--- src/verilog/ana_defs.svh ---
// Offsets, field positions and reset values of the ability registers.
// Assumes a 32-bit AXI4-Lite bus with byte addresses of at least 8 bits.
`ifndef ANA_DEFS_SVH
`define ANA_DEFS_SVH

// ----------------------------------------------------------------------
// Register indices; byte address is four times the index
// ----------------------------------------------------------------------
`define ANA_IDX_ADV 6'h04
`define ANA_IDX_LP 6'h05
`define ANA_IDX_STRAP 6'h10

// ----------------------------------------------------------------------
// Local advertisement fields
// ----------------------------------------------------------------------
`define ANA_BIT_ASYM 11
`define ANA_BIT_SYM 10
`define ANA_BIT_FD10 6
`define ANA_BIT_HD10 5
// Bits 14 and 9 are reserved and read zero
`define ANA_ADV_WMASK 16'hbdff
// Next page, fault, ext page 0; 100BASE-X both 1; selector 00001
`define ANA_ADV_RST 16'h0181

// ----------------------------------------------------------------------
// Partner base page
// ----------------------------------------------------------------------
`define ANA_LP_RST 16'h0001

// ----------------------------------------------------------------------
// Strap vector positions
// ----------------------------------------------------------------------
`define ANA_STRAP_W 6
`define ANA_STRAP_MAN 0
`define ANA_STRAP_FDFC 1
`define ANA_STRAP_AN 2
`define ANA_STRAP_SPD 3
`define ANA_STRAP_DUP 4
`define ANA_STRAP_FX 5

// ----------------------------------------------------------------------
// Bus answers
// ----------------------------------------------------------------------
`define ANA_RDATA_RST 32'h0000_0000

`endif

--- src/verilog/ana_pkg.sv ---
// Types shared by the ability register bank.
// Assumes ana_defs.svh holds the numeric constants.
package ana_pkg;

    // ------------------------------------------------------------------
    // Bus response codes
    // ------------------------------------------------------------------
    typedef enum logic [1:0] {
        ANA_RESP_OKAY = 2'h0,
        ANA_RESP_SLVERR = 2'h2
    } ana_resp_t;

    // ------------------------------------------------------------------
    // Channel states, one-hot
    // ------------------------------------------------------------------
    typedef enum logic [1:0] {
        ANA_WR_COLLECT = 2'h1,
        ANA_WR_RESP = 2'h2
    } ana_wr_state_t;

    typedef enum logic [1:0] {
        ANA_RD_IDLE = 2'h1,
        ANA_RD_DATA = 2'h2
    } ana_rd_state_t;

endpackage

--- src/verilog/ana_regs.sv ---
// Auto-negotiation ability registers behind an AXI4-Lite slave.
// Assumes straps are static pins and the partner page strobe comes
// from negotiation logic on the same clock.
//
// Chosen here: register access over AXI4-Lite.
`timescale 1ns/100ps
`include "ana_defs.svh"

// Summary of operation
// Bit 5 of advertisement is writable; 1 advertises 10BASE-T half duplex.
// Bits 4:0 of advertisement are a writable selector, reset 00001.
// Manual pause strap 0: symmetric pause 1, asymmetric from FD strap.
// Manual pause strap 1: both pause bits reset to 0.
// Fiber mode: both pause and both 10BASE-T bits reset to 0.
// Bit 6 resets to autoneg OR (NOT speed AND duplex).
// Bit 5 resets to autoneg OR NOT speed.
// Partner ability register at index 5 is 16-bit read-only.
// Partner bit 15 shows next-page capability, reset 0.
// Partner bit 14 shows code word received, reset 0.
// Partner bit 13 shows remote fault, reset 0.
// Partner bit 12 shows extended next page, reset 0.
// Partner bits 11 and 10 show asymmetric and symmetric pause.
// Partner bit 9 shows 100BASE-T4 ability, reset 0.
// Partner bits 8 and 7 show 100BASE-X full and half duplex.
// Partner bits 6 and 5 show 10BASE-T full and half duplex.
// Partner bits 4:0 hold its selector, reset 00001.
// Whole partner register loads from one code word at once.
module ana_regs #(
    parameter int ADDR_W = 8
) (
    input wire logic aclk,
    input wire logic aresetn,
    input wire logic [ADDR_W-1:0] s_axi_awaddr,
    input wire logic [2:0] s_axi_awprot,
    input wire logic s_axi_awvalid,
    output logic s_axi_awready,
    input wire logic [31:0] s_axi_wdata,
    input wire logic [3:0] s_axi_wstrb,
    input wire logic s_axi_wvalid,
    output logic s_axi_wready,
    output logic [1:0] s_axi_bresp,
    output logic s_axi_bvalid,
    input wire logic s_axi_bready,
    input wire logic [ADDR_W-1:0] s_axi_araddr,
    input wire logic [2:0] s_axi_arprot,
    input wire logic s_axi_arvalid,
    output logic s_axi_arready,
    output logic [31:0] s_axi_rdata,
    output logic [1:0] s_axi_rresp,
    output logic s_axi_rvalid,
    input wire logic s_axi_rready,
    input wire logic manual_pause_cfg_pin,
    input wire logic full_duplex_pause_cfg_pin,
    input wire logic autoneg_cfg_pin,
    input wire logic speed_cfg_pin,
    input wire logic duplex_cfg_pin,
    input wire logic fiber_mode_pin,
    input wire logic partner_page_valid,
    input wire logic [15:0] partner_page_word,
    output logic [15:0] adv_word
);

    // ------------------------------------------------------------------
    // Elaboration checks
    // ------------------------------------------------------------------
    generate
        if (ADDR_W < 8) begin : g_bad_addr
            $error("ana_regs: ADDR_W must be at least 8");
        end
    endgenerate

    // ------------------------------------------------------------------
    // Declarations
    // ------------------------------------------------------------------
    logic [`ANA_STRAP_W-1:0] strap_pins;
    logic [`ANA_STRAP_W-1:0] strap_s1_r;
    logic [`ANA_STRAP_W-1:0] strap_s2_r;
    logic [`ANA_STRAP_W-1:0] strap_cap_r;
    logic load_pending_r;
    logic [15:0] adv_r;
    logic [15:0] adv_dflt;
    logic [15:0] adv_wr_val;
    logic [15:0] lp_r;
    ana_pkg::ana_wr_state_t wr_state_r;
    ana_pkg::ana_wr_state_t wr_state_nxt;
    ana_pkg::ana_rd_state_t rd_state_r;
    ana_pkg::ana_rd_state_t rd_state_nxt;
    logic aw_held_r;
    logic w_held_r;
    logic aw_held_nxt;
    logic w_held_nxt;
    logic [5:0] waddr_r;
    logic [5:0] waddr_use;
    logic [15:0] wdata_r;
    logic [15:0] wdata_use;
    logic [1:0] wstrb_r;
    logic [1:0] wstrb_use;
    logic aw_fire;
    logic w_fire;
    logic b_fire;
    logic ar_fire;
    logic r_fire;
    logic do_write;
    logic awready_r;
    logic wready_r;
    logic bvalid_r;
    logic [1:0] bresp_r;
    logic [1:0] bresp_nxt;
    logic arready_r;
    logic rvalid_r;
    logic [31:0] rdata_r;
    logic [31:0] rdata_nxt;
    logic [1:0] rresp_r;
    logic [1:0] rresp_nxt;

    // ------------------------------------------------------------------
    // Strap synchronisers
    // ------------------------------------------------------------------
    // Straps are not reset so that they are settled at reset release.
    assign strap_pins = {fiber_mode_pin, duplex_cfg_pin, speed_cfg_pin,
                         autoneg_cfg_pin, full_duplex_pause_cfg_pin,
                         manual_pause_cfg_pin};

    generate
        for (genvar i = 0; i < `ANA_STRAP_W; i++) begin : g_sync
            always_ff @(posedge aclk) begin
                strap_s1_r[i] <= strap_pins[i];
                strap_s2_r[i] <= strap_s1_r[i];
            end
        end
    endgenerate

    // Capture once, in the first cycle after reset release
    always_ff @(posedge aclk) begin
        if (!aresetn) begin
            load_pending_r <= 1'b1;
            strap_cap_r <= '0;
        end else if (load_pending_r) begin
            load_pending_r <= 1'b0;
            strap_cap_r <= strap_s2_r;
        end
    end

    // ------------------------------------------------------------------
    // Advertisement defaults from straps
    // ------------------------------------------------------------------
    always_comb begin
        adv_dflt = `ANA_ADV_RST;
        if (!strap_s2_r[`ANA_STRAP_MAN]) begin
            adv_dflt[`ANA_BIT_SYM] = 1'b1;
            adv_dflt[`ANA_BIT_ASYM] = strap_s2_r[`ANA_STRAP_FDFC];
        end else begin
            adv_dflt[`ANA_BIT_SYM] = 1'b0;
            adv_dflt[`ANA_BIT_ASYM] = 1'b0;
        end
        adv_dflt[`ANA_BIT_FD10] = strap_s2_r[`ANA_STRAP_AN] |
            (~strap_s2_r[`ANA_STRAP_SPD] &
             strap_s2_r[`ANA_STRAP_DUP]);
        adv_dflt[`ANA_BIT_HD10] = strap_s2_r[`ANA_STRAP_AN] |
            ~strap_s2_r[`ANA_STRAP_SPD];
        // Fiber overrides every strap
        if (strap_s2_r[`ANA_STRAP_FX]) begin
            adv_dflt[`ANA_BIT_SYM] = 1'b0;
            adv_dflt[`ANA_BIT_ASYM] = 1'b0;
            adv_dflt[`ANA_BIT_FD10] = 1'b0;
            adv_dflt[`ANA_BIT_HD10] = 1'b0;
        end
    end

    // ------------------------------------------------------------------
    // Write channel
    // ------------------------------------------------------------------
    assign aw_fire = s_axi_awvalid & awready_r;
    assign w_fire = s_axi_wvalid & wready_r;
    assign b_fire = bvalid_r & s_axi_bready;
    assign waddr_use = aw_fire ? s_axi_awaddr[7:2] : waddr_r;
    assign wdata_use = w_fire ? s_axi_wdata[15:0] : wdata_r;
    assign wstrb_use = w_fire ? s_axi_wstrb[1:0] : wstrb_r;

    always_comb begin
        aw_held_nxt = aw_held_r | aw_fire;
        w_held_nxt = w_held_r | w_fire;
        wr_state_nxt = wr_state_r;
        do_write = 1'b0;
        unique case (wr_state_r)
            ana_pkg::ANA_WR_COLLECT: begin
                if (aw_held_nxt && w_held_nxt) begin
                    do_write = 1'b1;
                    wr_state_nxt = ana_pkg::ANA_WR_RESP;
                end
            end
            ana_pkg::ANA_WR_RESP: begin
                if (b_fire) begin
                    aw_held_nxt = 1'b0;
                    w_held_nxt = 1'b0;
                    wr_state_nxt = ana_pkg::ANA_WR_COLLECT;
                end
            end
            default: begin
                aw_held_nxt = 1'b0;
                w_held_nxt = 1'b0;
                wr_state_nxt = ana_pkg::ANA_WR_COLLECT;
            end
        endcase
    end

    // Read-only targets take the write silently; unmapped ones refuse
    always_comb begin
        unique case (waddr_use)
            `ANA_IDX_ADV, `ANA_IDX_LP, `ANA_IDX_STRAP:
                bresp_nxt = ana_pkg::ANA_RESP_OKAY;
            default: bresp_nxt = ana_pkg::ANA_RESP_SLVERR;
        endcase
    end

    always_ff @(posedge aclk) begin
        if (!aresetn) begin
            wr_state_r <= ana_pkg::ANA_WR_COLLECT;
            aw_held_r <= 1'b0;
            w_held_r <= 1'b0;
            awready_r <= 1'b0;
            wready_r <= 1'b0;
            bvalid_r <= 1'b0;
            bresp_r <= ana_pkg::ANA_RESP_OKAY;
            waddr_r <= '0;
            wdata_r <= '0;
            wstrb_r <= '0;
        end else begin
            wr_state_r <= wr_state_nxt;
            aw_held_r <= aw_held_nxt;
            w_held_r <= w_held_nxt;
            awready_r <= (wr_state_nxt == ana_pkg::ANA_WR_COLLECT) &
                         ~aw_held_nxt;
            wready_r <= (wr_state_nxt == ana_pkg::ANA_WR_COLLECT) &
                        ~w_held_nxt;
            if (aw_fire) begin
                waddr_r <= s_axi_awaddr[7:2];
            end
            if (w_fire) begin
                wdata_r <= s_axi_wdata[15:0];
                wstrb_r <= s_axi_wstrb[1:0];
            end
            if (do_write) begin
                bvalid_r <= 1'b1;
                bresp_r <= bresp_nxt;
            end else if (b_fire) begin
                bvalid_r <= 1'b0;
            end
        end
    end

    // ------------------------------------------------------------------
    // Local advertisement register
    // ------------------------------------------------------------------
    always_comb begin
        adv_wr_val = adv_r;
        if (wstrb_use[0]) begin
            adv_wr_val[7:0] = wdata_use[7:0]; // see
        end
        if (wstrb_use[1]) begin
            adv_wr_val[15:8] = wdata_use[15:8];
        end
        adv_wr_val = adv_wr_val & `ANA_ADV_WMASK;
    end

    always_ff @(posedge aclk) begin
        if (!aresetn) begin
            adv_r <= `ANA_ADV_RST;
        end else if (load_pending_r) begin
            adv_r <= adv_dflt;
        end else if (do_write && waddr_use == `ANA_IDX_ADV) begin
            adv_r <= adv_wr_val;
        end
    end

    // ------------------------------------------------------------------
    // Partner base page
    // ------------------------------------------------------------------
    // One 16-bit load, so a read never sees a torn page
    always_ff @(posedge aclk) begin
        if (!aresetn) begin
            lp_r <= `ANA_LP_RST; // see see
        end else if (partner_page_valid) begin
            // Fields map bit for bit onto the received code word
            lp_r <= partner_page_word; // see see
        end
    end
    // Remaining fields ride along: see see see see

    // ------------------------------------------------------------------
    // Read channel
    // ------------------------------------------------------------------
    assign ar_fire = s_axi_arvalid & arready_r;
    assign r_fire = rvalid_r & s_axi_rready;

    always_comb begin
        rdata_nxt = `ANA_RDATA_RST;
        rresp_nxt = ana_pkg::ANA_RESP_OKAY;
        unique case (s_axi_araddr[7:2])
            `ANA_IDX_ADV: rdata_nxt[15:0] = adv_r;
            `ANA_IDX_LP: rdata_nxt[15:0] = lp_r;
            `ANA_IDX_STRAP:
                rdata_nxt[`ANA_STRAP_W-1:0] = strap_cap_r;
            default: rresp_nxt = ana_pkg::ANA_RESP_SLVERR;
        endcase
    end

    always_comb begin
        rd_state_nxt = rd_state_r;
        unique case (rd_state_r)
            ana_pkg::ANA_RD_IDLE: begin
                if (ar_fire) begin
                    rd_state_nxt = ana_pkg::ANA_RD_DATA;
                end
            end
            ana_pkg::ANA_RD_DATA: begin
                if (r_fire) begin
                    rd_state_nxt = ana_pkg::ANA_RD_IDLE;
                end
            end
            default: rd_state_nxt = ana_pkg::ANA_RD_IDLE;
        endcase
    end

    always_ff @(posedge aclk) begin
        if (!aresetn) begin
            rd_state_r <= ana_pkg::ANA_RD_IDLE;
            arready_r <= 1'b0;
            rvalid_r <= 1'b0;
            rdata_r <= `ANA_RDATA_RST;
            rresp_r <= ana_pkg::ANA_RESP_OKAY;
        end else begin
            rd_state_r <= rd_state_nxt;
            arready_r <= (rd_state_nxt == ana_pkg::ANA_RD_IDLE);
            rvalid_r <= (rd_state_nxt == ana_pkg::ANA_RD_DATA);
            if (ar_fire) begin
                rdata_r <= rdata_nxt;
                rresp_r <= rresp_nxt;
            end
        end
    end

    // ------------------------------------------------------------------
    // Outputs
    // ------------------------------------------------------------------
    assign s_axi_awready = awready_r;
    assign s_axi_wready = wready_r;
    assign s_axi_bvalid = bvalid_r;
    assign s_axi_bresp = bresp_r;
    assign s_axi_arready = arready_r;
    assign s_axi_rvalid = rvalid_r;
    assign s_axi_rdata = rdata_r;
    assign s_axi_rresp = rresp_r;
    assign adv_word = adv_r;

endmodule

--- config.mk ---
export PLATFORM = sky130hd
export DESIGN_NAME = ana_regs
export DESIGN_NICKNAME = d
export VERILOG_FILES = /design/src/verilog/ana_pkg.sv /design/src/verilog/ana_regs.sv
export VERILOG_INCLUDE_DIRS = /design/src /design/src/verilog
export SDC_FILE = /design/constraint.sdc
export NUM_CORES = 1
export LEC_CHECK = 0
export BUFFER_PORTS_ARGS = -buffer_cell sky130_fd_sc_hd__buf_2
export CORE_MARGIN = 2
export CORE_UTILIZATION = 40
export DETAILED_ROUTE_END_ITERATION = 10
export PLACE_DENSITY = 0.72
export SLEW_MARGIN = 20
export SYNTH_ARGS = -nofsm -noshare
export SYNTH_HDL_FRONTEND = slang
export SYNTH_SLANG_ARGS = --single-unit
--- constraint.sdc ---
create_clock -name aclk -period 1.7 [get_ports aclk]
set_input_delay 0.085 -clock aclk [delete_from_list [all_inputs] [get_ports aclk]]
set_output_delay 0.085 -clock aclk [all_outputs]
set_load 0.03 [all_outputs]
== Word-level counts from Yosys, hierarchy flattened ==
Cells that the tools add are included.
Operators by class
  muxes and demuxes: 29
  bitwise operators: 16
  equal/unequal tests: 13
  reduce and logical (&&, ||, !) cells: 13
Operator list (count)
  equality test 6 x 3 -> 1 bit, second input constant: 4
  two-way mux 12 bit: 2
  two-way mux 2 bit: 10
  case mux 10 bit (2 select lines): 1
  case mux 6 bit (3 select lines): 1
  two-way mux 16 bit: 1
  equality test 6 x 5 -> 1 bit, second input constant: 2
  bitwise AND 1 bit: 8
  equality test 2 x 1 -> 1 bit, second input constant: 4
  two-way mux 8 bit: 1
  case mux 2 bit (2 select lines): 2
  AND reduction 2 bit: 4
  nonzero test 2 bit: 4
  two-way mux 1 bit: 7
  equality test 2 bit, second input constant: 3
  two-way mux 6 bit: 1
  OR reduction 3 bit: 2
  two-way mux 4 bit: 1
  NOT 1 bit: 4
  bitwise OR 1 bit: 4
  case mux 1 bit (2 select lines): 2
  logical AND 1 bit: 2
  OR reduction 2 bit: 1
Storage, ports and cells
  output and inout port bits: 57
  register bits: 104
  logic and storage cells: 105

== Depth between registers and ports, before layout ==
  word-level depth: 8
  gate-level depth with buffers: 7
  gate-level depth less buffers: 7

== Worst setup path before layout ==
OpenSTA, ideal clock, no wires.
  path kind: register -> register
  from: reg wready_r, in the netlist s_axi_wready
  to: reg adv_r[3], in the netlist adv_word[3]
  required time: 1621 ps
  data arrival time: 1657 ps
  path slack: -36 ps
  clock period less this slack: 1736 ps
  stages on the path, launching flop included: 8
  cells stage by stage: dfxtp_1 > and2_4 > buf_8 > o221ai_4 > a211oi_4 > buf_6 > nor2_1 > a211oi_2
On the way
  longest elaborated chain between the ends: 7
RTL lines
  start, declared: line ana_regs.sv:105  | logic wready_r;
  start signal, assigned: line ana_regs.sv:234  | wready_r <= (wr_state_nxt == ana_pkg::ANA_WR_COLLECT) &
  bitwise AND 1 bit (*): line ana_regs.sv:174  | assign w_fire = s_axi_wvalid & wready_r;
  bitwise OR 1 bit: line ana_regs.sv:182  | w_held_nxt = w_held_r | w_fire;
  logical AND 1 bit: line ana_regs.sv:187  | if (aw_held_nxt && w_held_nxt) begin
  two-way mux 1 bit: line ana_regs.sv:187
  two-way mux 1 bit: line ana_regs.sv:185  | unique case (wr_state_r)
  logical AND 1 bit (no line)
  AND reduction 2 bit (no line)
  end signal, assigned: line ana_regs.sv:268  | adv_r <= `ANA_ADV_RST;
  end signal, assigned: line ana_regs.sv:270  | adv_r <= adv_dflt;
  end signal, assigned: line ana_regs.sv:272  | adv_r <= adv_wr_val;
  end, declared: line ana_regs.sv:80  | logic [15:0] adv_r;
Every way passes the cells marked *; elsewhere a longest branch is shown, timed or not.
A chain may end at the register's enable or synchronous reset.

== Worst setup path in the final report ==
  from: in s_axi_awaddr[6]
  to: reg adv_r[11], in the netlist adv_word[11]
On the way
  longest elaborated chain between the ends: 5
RTL lines
  start, declared: line ana_regs.sv:33  | input wire logic [ADDR_W-1:0] s_axi_awaddr,
  two-way mux 6 bit
  equality test 6 x 3 -> 1 bit
  logical AND 1 bit (no line)
  nonzero test 2 bit (no line)
  AND reduction 2 bit (no line)
Every way passes these cells.

==> results.py <==
metrics = {
    "die": {
        "start_util_pct": 41.3,
        "core_area_sq_mm": 0.00977,
        "io_pins": 145,
        "dieArea_sq_mm": 0.0109,
        "die_y_um": 104,
        "num_rows": 36,
        "fp.dieW_um": 104,
    },
    "global_route": {
        "grt_max_degree": 36,
        "grt_use_total_pct": 18.0,
        "antenna_found_initial": 0,
        "grt_pass1_wl_um": 15600,
        "grt_pass1_vias": 3261,
        "grt-ovfl-total": 0,
    },
    "power": {
        "switching_share_pct": 31.0,
        "pwr-share-seq_pct": 46.7,
        "p_leak_uw": 0.00236,
        "switchingPower_uw": 1810,
        "combPwrFrac_pct": 24.5,
        "p_int_uw": 4040,
        "ir_drop_v": 0.000398,
        "clkPwrFrac_pct": 28.8,
        "pwr_density_cell_mw_per_mm2": 1120,
    },
    "cells_and_area": {
        "diodes": 0,
        "drive_gt1_share_pct": 29.2,
        "ff_latch_area_sq_mm": 0.00201,
        "multi_input_area_sq_mm": 0.00187,
        "final_cell_count_no_fill": 678,
        "area_growth_pct": 29.9,
        "nNetsFinal": 632,
        "final_area_sq_mm": 0.00524,
        "nFillCells": 869,
        "final_util_pct": 53.6,
    },
    "run": {
        "cap_violations": 0,
    },
    "timing": {
        "fmax_mhz": 604,
        "finClkSkew_ps": 13.1,
        "fin_crit_sh_pct": 97.4,
        "slew_viol_final": 0,
        "slew_headroom_pct": 66.4,
        "totalNegativeSetupSlack_ps": 0,
        "worst_slack_ps": 44.3,
        "tightest_slew_ps": 504,
        "hold_viol": 0,
        "rsz0062_at_grt": "true",
        "min_period_ps": 1660,
        "setup_viol": 0,
    },
    "yosys": {
        "synthCells": 409,
        "synth_flop_cell": "dfxtp_1",
        "ys_warn_count": 0,
        "yosysSeqAreaShare_pct": 49.6,
        "synth_area_leaders": "dfxtp_1 (50%), mux2i_1 (11%), nor2_1 (6.1%)",
        "yosysMostFrequentCell": "dfxtp_1",
        "synth_cell_types": 51,
        "synth_top_area_share_pct": 49.6,
        "netlist_area_sq_mm": 0.00404,
        "synth_common_cells": "dfxtp_1 (100), nor2_1 (66), mux2i_1 (44)",
        "synth_top_area_cell": "dfxtp_1",
        "async_flop_share_pct": 0,
        "syn_avg_cell_area_sq_um": 9.87,
        "synth_edf_count": 0,
        "ys_seq_elements": 100,
    },
    "placement": {
        "port_buffers": 94,
        "place_ws_ps": 31.9,
        "dp.cells": 624,
        "dp_hpwl_um": 7020,
        "place.gp.congestion": 0.809,
        "dpl_cell_area_sq_mm": 0.00457,
    },
    "route": {
        "drtIter0Drc": 141,
        "routed_wl_um": 9830,
        "vias": 3295,
        "avgViaCountPerCell": 4.86,
        "drc": 0,
        "wl_per_cell_um": 14.5,
        "antenna_left": 0,
        "drtPass1Iterations": 4,
    },
    "critical_path": {
        "end_kind": "flop",
        "required_ps": 1930,
        "cp.arrival_ps": 1890,
        "crit_type": "in2reg",
        "cp_max_fo": 6,
        "crit_path_start_kind": "input port",
    },
    "clocking": {
        "numCtsBuffers": 9,
        "cts_tree": "yes",
        "clkSlewWorstSetupHoldPaths_ps": 90,
        "root_buffer": "clkbuf_8",
        "clock_path_buffers": 2,
        "clk-insertion-delay-late_ps": 370,
        "htreeDepth": 3,
        "clock-sinks": 100,
    },
    "status": {
        "status": "finished, final reports clean",
    },
    "hold_path": {
        "hold_class": "in2reg",
    },
}
-- power by group through the flow --
stage | Combinational (uW) | Clock, uW | Sequential (uW)
floorplan | 909 | 0 | 2900
global placement | 1300 | 0 | 2760
detailed placement | 1340 | 0 | 2780
CTS | 1410 | 1720 | 2720
global route | 1560 | 1810 | 2770
finish | 1440 | 1690 | 2730
-- timing repair --
action                                  CTS  global route
hold buffers                             34             0
hold endpoints to repair                 34             0
endpoints found under the setup margin    0            14
buffers inserted                          0             4
gates resized for setup                   0            12
-- final timing paths --
check	startpoint	endpoint	slack (ps)	cells after the start
setup reg to reg	waddr_r[5]	adv_word[11]	60	6
hold reg to reg	strap_s1_r[4]	strap_s2_r[4]	330	0
setup / recovery	s_axi_awaddr[6]	adv_word[11]	40	8
hold / removal	s_axi_wdata[2]	wdata_r[2]	10	3
-- area by class of cell --
class	count	area share (%)
Tap cell	133	3.17
Sequential cell	100	38.3
Inverter	6	0.429
Timing Repair Buffer	143	18.2
Multi-Input combinational cell	280	35.6
Clock inverter	5	1.62
Clock buffer	11	2.70
-- critical path, cell delays in order --
cell	delay, ps
dlygate4sd3_1	550
buf_2	140
and2b_2	250
nand3_4	100
a211oi_4	330
buf_6	170
mux2i_1	170
o21ai_0	80
-- flip-flops by register name, summed over array words and instances, names as in the netlist, 2 cells and up --
name	cells
strap_s2_r	6
strap_cap_r	6
lp_r	16
wdata_r	14
wr_state_r	2
s_axi_rdata	16
strap_s1_r	6
wstrb_r	2
waddr_r	6
adv_word	14
rd_state_r	2
-- metal layers --
layer	wire length, um	track usage [%]
met5	0	0
met4	140	6.66
met3	458	4.32
met2	4970	31.2
met1	4260	21.4
-- per-stage QoR --
step | power (uW) | hold WS [ps]
final | 5860 | 9.91
after global routing | 6140 | 21.6
after detailed placement | 4120 | 189
after global placement | 4060 | 192
after floorplan | 3810 | 113
after CTS | 5850 | 0.00105
-- logic make-up (layout without fill, tap and decap cells) --
kind of cell	Yosys count	in the layout	synth area share [%]
buffers and inverters	48	165	7.34
other	1	20	0.0929
and+or+nand+nor	139	139	16.9
DFF	100	100	49.6
AOI/OAI and AO/OA	62	62	10.6
muxes	55	55	14.3
adders and majority gates	4	4	1.24
-- layout by cell type (no fill, tap or decap), types with 6 or more instances in the layout --
master / n
a221oi_1: 6
nor2_1: 66
nand2_1: 23
dlygate4sd3_1: 33
conb_1: 20
buf_4: 12
dfxtp_1: 96
o21ai_0: 8
a21oi_1: 25
nor3_1: 19
mux2_2: 10
buf_2: 94
clkbuf_8: 10
and2_1: 8
mux2i_1: 44
Note: power is estimated with default switching activity, not from simulation.
